## config.mk

```make
export PLATFORM = sky130hd
export DESIGN_NAME = lpsd_core
export DESIGN_NICKNAME = d
export VERILOG_FILES = /design/src/hdl/lpsd_serial_port.v /design/src/hdl/lpsd_pair_buf.v /design/src/hdl/lpsd_core.v
export VERILOG_INCLUDE_DIRS = /design/src /design/src/hdl
export SDC_FILE = /design/constraint.sdc
export NUM_CORES = 2
export LEC_CHECK = 0
export BUFFER_PORTS_ARGS = -buffer_cell sky130_fd_sc_hd__buf_2
export CAP_MARGIN = 15
export CORE_MARGIN = 4
export CORE_UTILIZATION = 54
export DETAILED_ROUTE_END_ITERATION = 6
export GPL_TIMING_DRIVEN = 0
export PLACE_DENSITY_LB_ADDON = 0.2
export SETUP_SLACK_MARGIN = 0.2
export SYNTH_ARGS = -nofsm -noshare
export SYNTH_HDL_FRONTEND = slang
export SYNTH_SLANG_ARGS = --single-unit
```

## constraint.sdc

```tcl
create_clock -name ref_clk_i -period 8.7 [get_ports ref_clk_i]
set_clock_uncertainty 0.1 [all_clocks]
set_input_delay 1.74 -clock ref_clk_i [delete_from_list [all_inputs] [get_ports ref_clk_i]]
set_output_delay 1.74 -clock ref_clk_i [all_outputs]
set_load 0.005 [all_outputs]
```

## src/hdl/lpsd_regs.vh

```
// Shared constants of the LED PWM serial driver core.
// Assumes inclusion by bare name from the design files below hdl/.
`ifndef LPSD_REGS_VH
`define LPSD_REGS_VH

// ----------------------------------------------------------------
// Channel layout
// ----------------------------------------------------------------
`define LPSD_CHANNELS 16
`define LPSD_GROUPS 4
`define LPSD_GROUP_SIZE 4
`define LPSD_GS_BITS 12
`define LPSD_DC_BITS 7
`define LPSD_GS_FRAME_BITS 192
`define LPSD_DC_FRAME_BITS 112

// ----------------------------------------------------------------
// Grayscale counter
// ----------------------------------------------------------------
`define LPSD_CNT_BITS 13
`define LPSD_CNT_RESET 13'h0000
`define LPSD_CNT_LAST 13'h1000

// ----------------------------------------------------------------
// Buffering and timing
// ----------------------------------------------------------------
`define LPSD_BUF_DEPTH 2
`define LPSD_BUF_PTR_BITS 1
`define LPSD_GROUP_DELAY 3

// ----------------------------------------------------------------
// Reset values
// ----------------------------------------------------------------
`define LPSD_GS_LATCH_RESET 192'h0
`define LPSD_DC_LATCH_RESET 112'h0

`endif

```

## src/hdl/lpsd_serial_port.v

```verilog
// Serial shift port: synchronisers, edge finders, shift register, cascade bit.
// Assumes the serial clock, data and latch pins are asynchronous to ref_clk_i
// and that the serial clock is well below a quarter of the reference rate.
`timescale 1ns/10ps
module lpsd_serial_port #(
   parameter WIDTH = 192
) (
   input wire ref_clk_i,
   input wire rstn_i,
   input wire sclk_i,
   input wire sdin_i,
   input wire slat_i,
   output wire [WIDTH-1:0] shift_data_o,
   output wire sout_o,
   output wire sclk_rise_o,
   output wire latch_rise_o
);

   // ----------------------------------------------------------------
   // Synchronisers and edge history
   // ----------------------------------------------------------------
   reg sclk_m_r, sclk_s_r, sclk_d_r;
   reg sdin_m_r, sdin_s_r;
   reg slat_m_r, slat_s_r, slat_d_r;
   reg [WIDTH-1:0] shift_r;
   reg sout_r;
   reg sclk_rise_r;
   reg latch_rise_r;
   wire sclk_edge;
   wire [WIDTH-1:0] shift_nxt;

   // Two flops per pin, then one history flop on clock and latch
   always @(posedge ref_clk_i) begin
      if (!rstn_i) begin
         sclk_m_r <= 1'b0;
         sclk_s_r <= 1'b0;
         sclk_d_r <= 1'b0;
         sdin_m_r <= 1'b0;
         sdin_s_r <= 1'b0;
         slat_m_r <= 1'b0;
         slat_s_r <= 1'b0;
         slat_d_r <= 1'b0;
      end else begin
         sclk_m_r <= sclk_i;
         sclk_s_r <= sclk_m_r;
         sclk_d_r <= sclk_s_r;
         sdin_m_r <= sdin_i;
         sdin_s_r <= sdin_m_r;
         slat_m_r <= slat_i;
         slat_s_r <= slat_m_r;
         slat_d_r <= slat_s_r;
      end
   end

   assign sclk_edge = sclk_s_r & ~sclk_d_r;
   // New bit enters at the low end
   assign shift_nxt = {shift_r[WIDTH-2:0], sdin_s_r};

   // ----------------------------------------------------------------
   // Shift register and cascade output
   // ----------------------------------------------------------------
   always @(posedge ref_clk_i) begin
      if (!rstn_i) begin
         shift_r <= {WIDTH{1'b0}};
         sout_r <= 1'b0;
         sclk_rise_r <= 1'b0;
         latch_rise_r <= 1'b0;
      end else begin
         sclk_rise_r <= sclk_edge;
         latch_rise_r <= slat_s_r & ~slat_d_r;
         if (sclk_edge) begin
            shift_r <= shift_nxt;
            sout_r <= shift_nxt[WIDTH-1];
         end
      end
   end

   assign shift_data_o = shift_r;
   assign sout_o = sout_r;
   assign sclk_rise_o = sclk_rise_r;
   assign latch_rise_o = latch_rise_r;

endmodule

```

## src/hdl/lpsd_pair_buf.v

```verilog
// Small FIFO with valid and ready on both sides.
// Assumes one clock; a push into a full buffer is refused by in_ready_o low.
`timescale 1ns/10ps
module lpsd_pair_buf #(
   parameter WIDTH = 192,
   parameter DEPTH = 2,
   parameter PTR_BITS = 1
) (
   input wire ref_clk_i,
   input wire rstn_i,
   input wire in_valid_i,
   input wire [WIDTH-1:0] in_data_i,
   output wire in_ready_o,
   output wire out_valid_o,
   output wire [WIDTH-1:0] out_data_o,
   input wire out_ready_i
);

   // ----------------------------------------------------------------
   // Storage and pointers
   // ----------------------------------------------------------------
   reg [WIDTH-1:0] mem_r [0:DEPTH-1];
   reg [PTR_BITS-1:0] wr_ptr_r, rd_ptr_r;
   reg [PTR_BITS:0] count_r;
   wire push, pop;

   assign in_ready_o = (count_r != DEPTH[PTR_BITS:0]);
   assign out_valid_o = (count_r != {(PTR_BITS+1){1'b0}});
   assign push = in_valid_i & in_ready_o;
   assign pop = out_valid_o & out_ready_i;
   assign out_data_o = mem_r[rd_ptr_r];

   // Entry write
   always @(posedge ref_clk_i) begin
      if (push) begin
         mem_r[wr_ptr_r] <= in_data_i;
      end
   end

   // Pointer and fill level update
   always @(posedge ref_clk_i) begin
      if (!rstn_i) begin
         wr_ptr_r <= {PTR_BITS{1'b0}};
         rd_ptr_r <= {PTR_BITS{1'b0}};
         count_r <= {(PTR_BITS+1){1'b0}};
      end else begin
         if (push) begin
            wr_ptr_r <= (wr_ptr_r == DEPTH[PTR_BITS-1:0] - 1'b1) ? {PTR_BITS{1'b0}} :
                        wr_ptr_r + 1'b1;
         end
         if (pop) begin
            rd_ptr_r <= (rd_ptr_r == DEPTH[PTR_BITS-1:0] - 1'b1) ? {PTR_BITS{1'b0}} :
                        rd_ptr_r + 1'b1;
         end
         if (push && !pop) begin
            count_r <= count_r + 1'b1;
         end else if (pop && !push) begin
            count_r <= count_r - 1'b1;
         end
      end
   end

endmodule

```

## src/hdl/lpsd_core.v

```verilog
// Top of the LED PWM serial driver core: two serial ports, grayscale
// latch buffer, dot-correction latch, grayscale counter and channel gating.
// Assumes all pins are asynchronous to ref_clk_i, which runs much faster than
// either serial clock; analog sinks sit outside and read the channel outputs.
//
// Functional notes
// - Gray clock rise shifts input into LSB
// - Gray cascade pin shows shift register MSB
// - Gray clock rise counts while blank low
// - Gray latch rise queues frame; latch loads on accept
// - Dot clock rise shifts input into LSB
// - Dot cascade pin shows shift register MSB
// - Dot latch rise copies frame to latch
// - Blank high: outputs off, counter zero
// - Blank low: PWM compare drives each channel
// - Gray cascade always tied to MSB
`timescale 1ns/10ps
`include "lpsd_regs.vh"
module lpsd_core #(
   parameter CHANNELS = `LPSD_CHANNELS,
   parameter GS_BITS = `LPSD_GS_BITS,
   parameter DC_BITS = `LPSD_DC_BITS,
   parameter GROUP_SIZE = `LPSD_GROUP_SIZE,
   parameter GROUP_DELAY = `LPSD_GROUP_DELAY
) (
   input wire ref_clk_i,
   input wire rstn_i,
   input wire gray_serial_in_i,
   input wire gray_shift_clock_i,
   input wire gray_latch_strobe_i,
   output reg gray_serial_out_o,
   input wire dotcorr_serial_in_i,
   input wire dotcorr_shift_clock_i,
   input wire dotcorr_latch_strobe_i,
   output reg dotcorr_serial_out_o,
   input wire blank_i,
   input wire latch_accept_i,
   output reg gray_latch_ready_o,
   output reg [CHANNELS-1:0] channel_on_o,
   output reg [CHANNELS*GS_BITS-1:0] channel_gray_value_o,
   output reg [CHANNELS*DC_BITS-1:0] channel_current_step_o
);

   // ----------------------------------------------------------------
   // Local sizes
   // ----------------------------------------------------------------
   // Frame widths follow the channel word sizes
   localparam GS_FRAME = CHANNELS * GS_BITS;
   localparam DC_FRAME = CHANNELS * DC_BITS;
   localparam GROUPS = CHANNELS / GROUP_SIZE;
   localparam CNT_BITS = GS_BITS + 1;
   localparam [CNT_BITS-1:0] CNT_LAST = {1'b1, {GS_BITS{1'b0}}};
   localparam DLY_BITS = ((GROUPS - 1) * GROUP_DELAY) + 1;

   // ----------------------------------------------------------------
   // Declarations
   // ----------------------------------------------------------------
   wire [GS_FRAME-1:0] gray_shift_data;
   wire gray_sout;
   wire gray_clk_rise;
   wire gray_latch_rise;
   wire [DC_FRAME-1:0] dc_shift_data;
   wire dc_sout;
   wire dc_latch_rise;
   wire buf_in_ready;
   wire buf_out_valid;
   wire [GS_FRAME-1:0] buf_out_data;
   reg blank_m_r, blank_s_r;
   reg [CNT_BITS-1:0] gray_cnt_r;
   reg [CNT_BITS-1:0] gray_cnt_nxt;
   wire [CHANNELS-1:0] compare_on;
   wire [CHANNELS-1:0] channel_on_nxt;
   reg [DLY_BITS-1:0] blank_dly_r;
   reg [CHANNELS-1:0] compare_dly_r [0:DLY_BITS-1];
   integer k;

   // ----------------------------------------------------------------
   // Grayscale serial port
   // ----------------------------------------------------------------
   lpsd_serial_port #(
      .WIDTH(GS_FRAME)
   ) u_gray_port (
      .ref_clk_i(ref_clk_i),
      .rstn_i(rstn_i),
      .sclk_i(gray_shift_clock_i),
      .sdin_i(gray_serial_in_i),
      .slat_i(gray_latch_strobe_i),
      .shift_data_o(gray_shift_data),
      .sout_o(gray_sout),
      .sclk_rise_o(gray_clk_rise),
      .latch_rise_o(gray_latch_rise)
   );

   // ----------------------------------------------------------------
   // Dot-correction serial port
   // ----------------------------------------------------------------
   lpsd_serial_port #(
      .WIDTH(DC_FRAME)
   ) u_dc_port (
      .ref_clk_i(ref_clk_i),
      .rstn_i(rstn_i),
      .sclk_i(dotcorr_shift_clock_i),
      .sdin_i(dotcorr_serial_in_i),
      .slat_i(dotcorr_latch_strobe_i),
      .shift_data_o(dc_shift_data),
      .sout_o(dc_sout),
      .sclk_rise_o(),
      .latch_rise_o(dc_latch_rise)
   );

   // ----------------------------------------------------------------
   // Grayscale latch buffer
   // ----------------------------------------------------------------
   // Latched frames wait here while the consumer holds off
   lpsd_pair_buf #(
      .WIDTH(GS_FRAME),
      .DEPTH(`LPSD_BUF_DEPTH),
      .PTR_BITS(`LPSD_BUF_PTR_BITS)
   ) u_gray_buf (
      .ref_clk_i(ref_clk_i),
      .rstn_i(rstn_i),
      .in_valid_i(gray_latch_rise),
      .in_data_i(gray_shift_data),
      .in_ready_o(buf_in_ready),
      .out_valid_o(buf_out_valid),
      .out_data_o(buf_out_data),
      .out_ready_i(latch_accept_i)
   );

   // ----------------------------------------------------------------
   // Data latches and cascade outputs
   // ----------------------------------------------------------------
   // Frame moves into the grayscale latch as the buffer drains
   always @(posedge ref_clk_i) begin
      if (!rstn_i) begin
         channel_gray_value_o <= `LPSD_GS_LATCH_RESET;
         channel_current_step_o <= `LPSD_DC_LATCH_RESET;
         gray_serial_out_o <= 1'b0;
         dotcorr_serial_out_o <= 1'b0;
         gray_latch_ready_o <= 1'b0;
      end else begin
         if (buf_out_valid && latch_accept_i) begin
            channel_gray_value_o <= buf_out_data;
         end
         if (dc_latch_rise) begin
            channel_current_step_o <= dc_shift_data;
         end
         gray_serial_out_o <= gray_sout;
         dotcorr_serial_out_o <= dc_sout;
         gray_latch_ready_o <= buf_in_ready;
      end
   end

   // ----------------------------------------------------------------
   // Blank synchroniser
   // ----------------------------------------------------------------
   always @(posedge ref_clk_i) begin
      if (!rstn_i) begin
         blank_m_r <= 1'b1;
         blank_s_r <= 1'b1;
      end else begin
         blank_m_r <= blank_i;
         blank_s_r <= blank_m_r;
      end
   end

   // ----------------------------------------------------------------
   // Grayscale counter
   // ----------------------------------------------------------------
   // Counts shift clock rises, stops after the last step
   always @* begin
      gray_cnt_nxt = gray_cnt_r;
      if (blank_s_r) begin
         gray_cnt_nxt = `LPSD_CNT_RESET;
      end else if (gray_clk_rise && (gray_cnt_r != CNT_LAST)) begin
         gray_cnt_nxt = gray_cnt_r + 1'b1;
      end
   end

   always @(posedge ref_clk_i) begin
      if (!rstn_i) begin
         gray_cnt_r <= `LPSD_CNT_RESET;
      end else begin
         gray_cnt_r <= gray_cnt_nxt;
      end
   end

   // ----------------------------------------------------------------
   // Per-channel compare
   // ----------------------------------------------------------------
   // Channel is on while the count is below its value
   genvar ch;
   generate
      for (ch = 0; ch < CHANNELS; ch = ch + 1) begin : g_cmp
         assign compare_on[ch] = ({1'b0, channel_gray_value_o[ch*GS_BITS +: GS_BITS]} >
                                  gray_cnt_r);
      end
   endgenerate

   // ----------------------------------------------------------------
   // Group stagger delay line
   // ----------------------------------------------------------------
   // Later groups switch a few cycles after earlier ones to spread inrush;
   // blank travels alongside so it is never outrun by a stale compare
   always @(posedge ref_clk_i) begin
      if (!rstn_i) begin
         blank_dly_r <= {DLY_BITS{1'b1}};
         for (k = 0; k < DLY_BITS; k = k + 1) begin
            compare_dly_r[k] <= {CHANNELS{1'b0}};
         end
      end else begin
         blank_dly_r <= {blank_dly_r[DLY_BITS-2:0], blank_s_r};
         compare_dly_r[0] <= compare_on;
         for (k = 1; k < DLY_BITS; k = k + 1) begin
            compare_dly_r[k] <= compare_dly_r[k-1];
         end
      end
   end

   // ----------------------------------------------------------------
   // Output gating
   // ----------------------------------------------------------------
   // Blank forces off at once; enabling waits for each group's tap
   genvar gi;
   generate
      for (gi = 0; gi < CHANNELS; gi = gi + 1) begin : g_gate
         assign channel_on_nxt[gi] = blank_s_r ? 1'b0 :
            blank_dly_r[(gi / GROUP_SIZE) * GROUP_DELAY] ? 1'b0 :
            compare_dly_r[(gi / GROUP_SIZE) * GROUP_DELAY][gi];
      end
   endgenerate

   // Registered channel outputs
   always @(posedge ref_clk_i) begin
      if (!rstn_i) begin
         channel_on_o <= {CHANNELS{1'b0}};
      end else begin
         channel_on_o <= channel_on_nxt;
      end
   end

endmodule

```

==> flow_summary.toml <==
[clock_network]
hold_buffers = 0
clock-root-buffer = "clkbuf_16"
cts.clk_slew.worst_paths_ns = 0.06
clockBufferDepth = 3
insertion_delay_ns = 0.67
cts_htree_levels = 3
cts_resized = 0
numCtsBuffers = 112
cts_tree = "built"
cts_setup_buffers = 0
clock_sinks = 1147

[critical_path]
ff2ff_setup_slack_ns = 5.72
rr_endpoint = "compare_dly_r[0][4]$_SDFF_PN0_"
crit_path_end = "u_gray_port.shift_data_o[12]$_SDFFE_PN0P_"
reg2reg_depth = 4
worst_ep_arrival_time_ns = 4.14
crit_start = "rstn_i"
cp_slowest_cell = "clkbuf_1"
r2r-start = "gray_cnt_r[12]$_SDFFE_PP0P_"
path_cells = "buf_2, inv_1, clkbuf_1, clkbuf_1, buf_2, a21oi_1"
crit_path_max_incr_delay_ns = 0.81
path_max_fanout = 10
cp-end-kind = "flip-flop"
cp.required_ns = 9.14
startpoint_type = "primary input"
critical_path_class = "primary input to flip-flop"

[global_route]
grt_pass1_vias = 27000
overflow = 0
grt_pass1_wl_mm = 157
grt_max_degree = 65
grt_usage_pct = 24.3
antenna_found_initial = 3

[synth]
synth-adder-area-share_pct = 5.69
ys_seq_area_share_pct = 62.5
synth_top_area_cell = "dfxtp_1"
synth_xor_area_share_pct = 0.163
synth_nets = 3997
synth-edff-count = 384
synthDistinctLibCells = 49
synth_top_family_by_area = "simple AND/OR/NAND/NOR gates"
syn_inst = 3792
ys.warnings.count = 0
synthTopCellsByArea = "dfxtp_1, edfxtp_1, mux2i_1, ha_1, nand2_1"
synth-simple-area-share_pct = 11.9
synthArstFlopShare_pct = 0
syn_area_um2 = 42900
synthFlopType = "dfxtp_1"
synth_compound_area_share_pct = 9.88
synth-seq-cells = 1147
synthMuxAreaShare_pct = 7.17
netlist.area_leader.share_pct = 35.6
synth.avg_cell_area_um2 = 11.3

[layout]
final_layout_size_suffix_gt1_share_pct = 14.8
final_area_um2 = 49900
stdcell_count = 5407
fin_util_pct = 63.3
nets = 4460
area_growth_pct = 16.4

[detailed_routing]
dr.pass1.iters = 5
vias = 29000
drt-total-wl_mm = 104
post_drt_wl_per_cell_um = 19.3
drcViolationCount = 0
ant_nets = 0
drt_iter0_drc = 2118
viasPerCell = 5.37

[pwr]
p_leak_nw = 18.7
max-vdd-ir-drop_uv = 171
power-per-cell-area_nw_per_um2 = 274
fin_total_pwr_mw = 13.7

[status]
status = "completed"

[timing]
tightest_slew_ns = 1.20
whs_ns = 0.284
finalCritPeriodShare_pct = 42.5
drv_slew = 0
hold_viol = 0
final.min_clock_period_ns = 3.70
rsz0062_at_grt = "false"
setup_viol_count_final = 0
slew_headroom_pct = 20.0
timing.fmax_ghz = 0.270

[placed_design]
finalWeightedCongestion = 0.837
dp_cells = 5190
io_buffers = 331
placed_area_um2 = 46300
dpl.hpwl_mm = 71.7

[die]
die_h_um = 290
coreArea_um2 = 78900
rows = 103
io_pins = 333
fp.dieW_um = 290
start_util_pct = 54.4
die_area_um2 = 84000

[job]
drv_cap = 0

[min_path]
hold_path_class = "flip-flop to flip-flop"
-- cell usage in the layout, fill, tap and decap left out, types with 14 or more instances in the layout --
cell type  instances
a211oi_1         196
a21o_1            51
a21oi_1          350
and2_1           103
and3_1            22
buf_1             25
buf_2            424
clkbuf_1         145
clkbuf_16        118
clkinv_2          25
dfxtp_1          762
edfxtp_1         384
ha_1             195
inv_1             35
mux2i_1          307
nand2_1          631
nand2b_1          14
nand3_1           22
nor2_1           323
o21ai_0           19
-- cells in the mapped netlist (7+ instances only) --
| cell | instances |
|---|---|
| buf_1 | 25 |
| and4_1 | 7 |
| buf_2 | 93 |
| clkbuf_1 | 111 |
| a21oi_1 | 350 |
| dfxtp_1 | 763 |
| ha_1 | 195 |
| inv_1 | 41 |
| nand2_1 | 631 |
| a221o_1 | 11 |
| mux2i_1 | 307 |
| nand4_1 | 8 |
| o2bb2ai_1 | 7 |
| nor2b_1 | 13 |
| and4b_1 | 11 |
| a21o_1 | 51 |
| and3_1 | 23 |
| nor2_1 | 324 |
| and2_1 | 103 |
| edfxtp_1 | 384 |
| o21ai_0 | 19 |
| a211oi_1 | 196 |
| o221a_2 | 9 |
| nand3_1 | 22 |
| nand2b_1 | 14 |
-- kinds of logic after synthesis --
family                     after synthesis
and+or+nand+nor                       1187
DFF                                   1147
AOI/OAI and AO/OA                      676
muxes                                  307
buffers and inverters                  272
adders and majority gates              195
xor gates and xnor gates                 8
-- state kept, by name, indices dropped and copies added (netlist names), 2 cells and up --
signal / cells
blank_dly_r: 10
channel_current_step_o: 112
channel_gray_value_o: 192
channel_on_o: 16
compare_dly_r: 88
gray_cnt_r: 13
u_dc_port.shift_data_o: 111
u_gray_buf.count_r: 2
u_gray_buf.mem_r: 384
u_gray_port.shift_data_o: 191
-- worst max-delay path: cells and delay by family --
kind | cells | cell delay, ns
buf+inv | 5 | 2.30
compound gates | 1 | 0.07
-- power breakdown --
part | internal [mW] | leakage, nW | total [mW] | switching, mW
clock | 2.68 | 1.77 | 4.70 | 2.02
combinational | 1.27 | 7.16 | 2.81 | 1.55
sequential | 5.87 | 9.75 | 6.18 | 0.314
total | 9.81 | 18.7 | 13.7 | 3.88
-- through the flow --
| step | TNS [ns] | setup slack, ns |
|---|---|---|
| 2_1_floorplan | 0 | 2.54 |
| 3_3_place_gp | -107.24 | -0.580 |
| 3_5_place_dp | 0 | 4.27 |
| 4_1_cts | 0 | 4.98 |
| 5_1_grt | 0 | 4.90 |
| 6_report | 0 | 5.00 |
-- final cells by class --
| type | instances | area [um^2] |
|---|---|---|
| flip-flops and latches | 1147 | 26800 |
| clock buffers | 159 | 3180 |
| well taps | 1050 | 1310 |
| diodes | 3 | 7.51 |
| inverters | 42 | 158 |
| repair buffers | 349 | 2070 |
| fillers | 6242 | 29000 |
| multi-input cells | 2373 | 14900 |
| plain buffers | 230 | 983 |
| clock inverters | 54 | 449 |
-- per-layer routing --
layer | part of all wire, % | global-route usage, % | wire (um) | up-vias
li1 | - | - | - | 14300
met1 | 45 | 33.6 | 46400 | 13800
met2 | 46 | 39.0 | 48300 | 727
met3 | 5.9 | 4.38 | 6200 | 173
met4 | 3.3 | 8.33 | 3410 | 0
met5 | 0 | 0 | 0 | -
-- worst min path at each step --
stage | start | end | cells past startpoint
global route | u_gray_port.slat_d_r$_SDFF_PN0_ | u_gray_port.latch_rise_o$_SDFF_PN0_ | 1
floorplan | u_dc_port.slat_d_r$_SDFF_PN0_ | u_dc_port.latch_rise_o$_SDFF_PN0_ | 1
detailed placement | u_dc_port.slat_d_r$_SDFF_PN0_ | u_dc_port.latch_rise_o$_SDFF_PN0_ | 1
finish | u_dc_port.slat_d_r$_SDFF_PN0_ | u_dc_port.latch_rise_o$_SDFF_PN0_ | 1
global placement | u_dc_port.slat_d_r$_SDFF_PN0_ | u_dc_port.latch_rise_o$_SDFF_PN0_ | 1
CTS | u_dc_port.slat_d_r$_SDFF_PN0_ | u_dc_port.latch_rise_o$_SDFF_PN0_ | 1
Note: power is estimated with default switching activity, not from simulation.
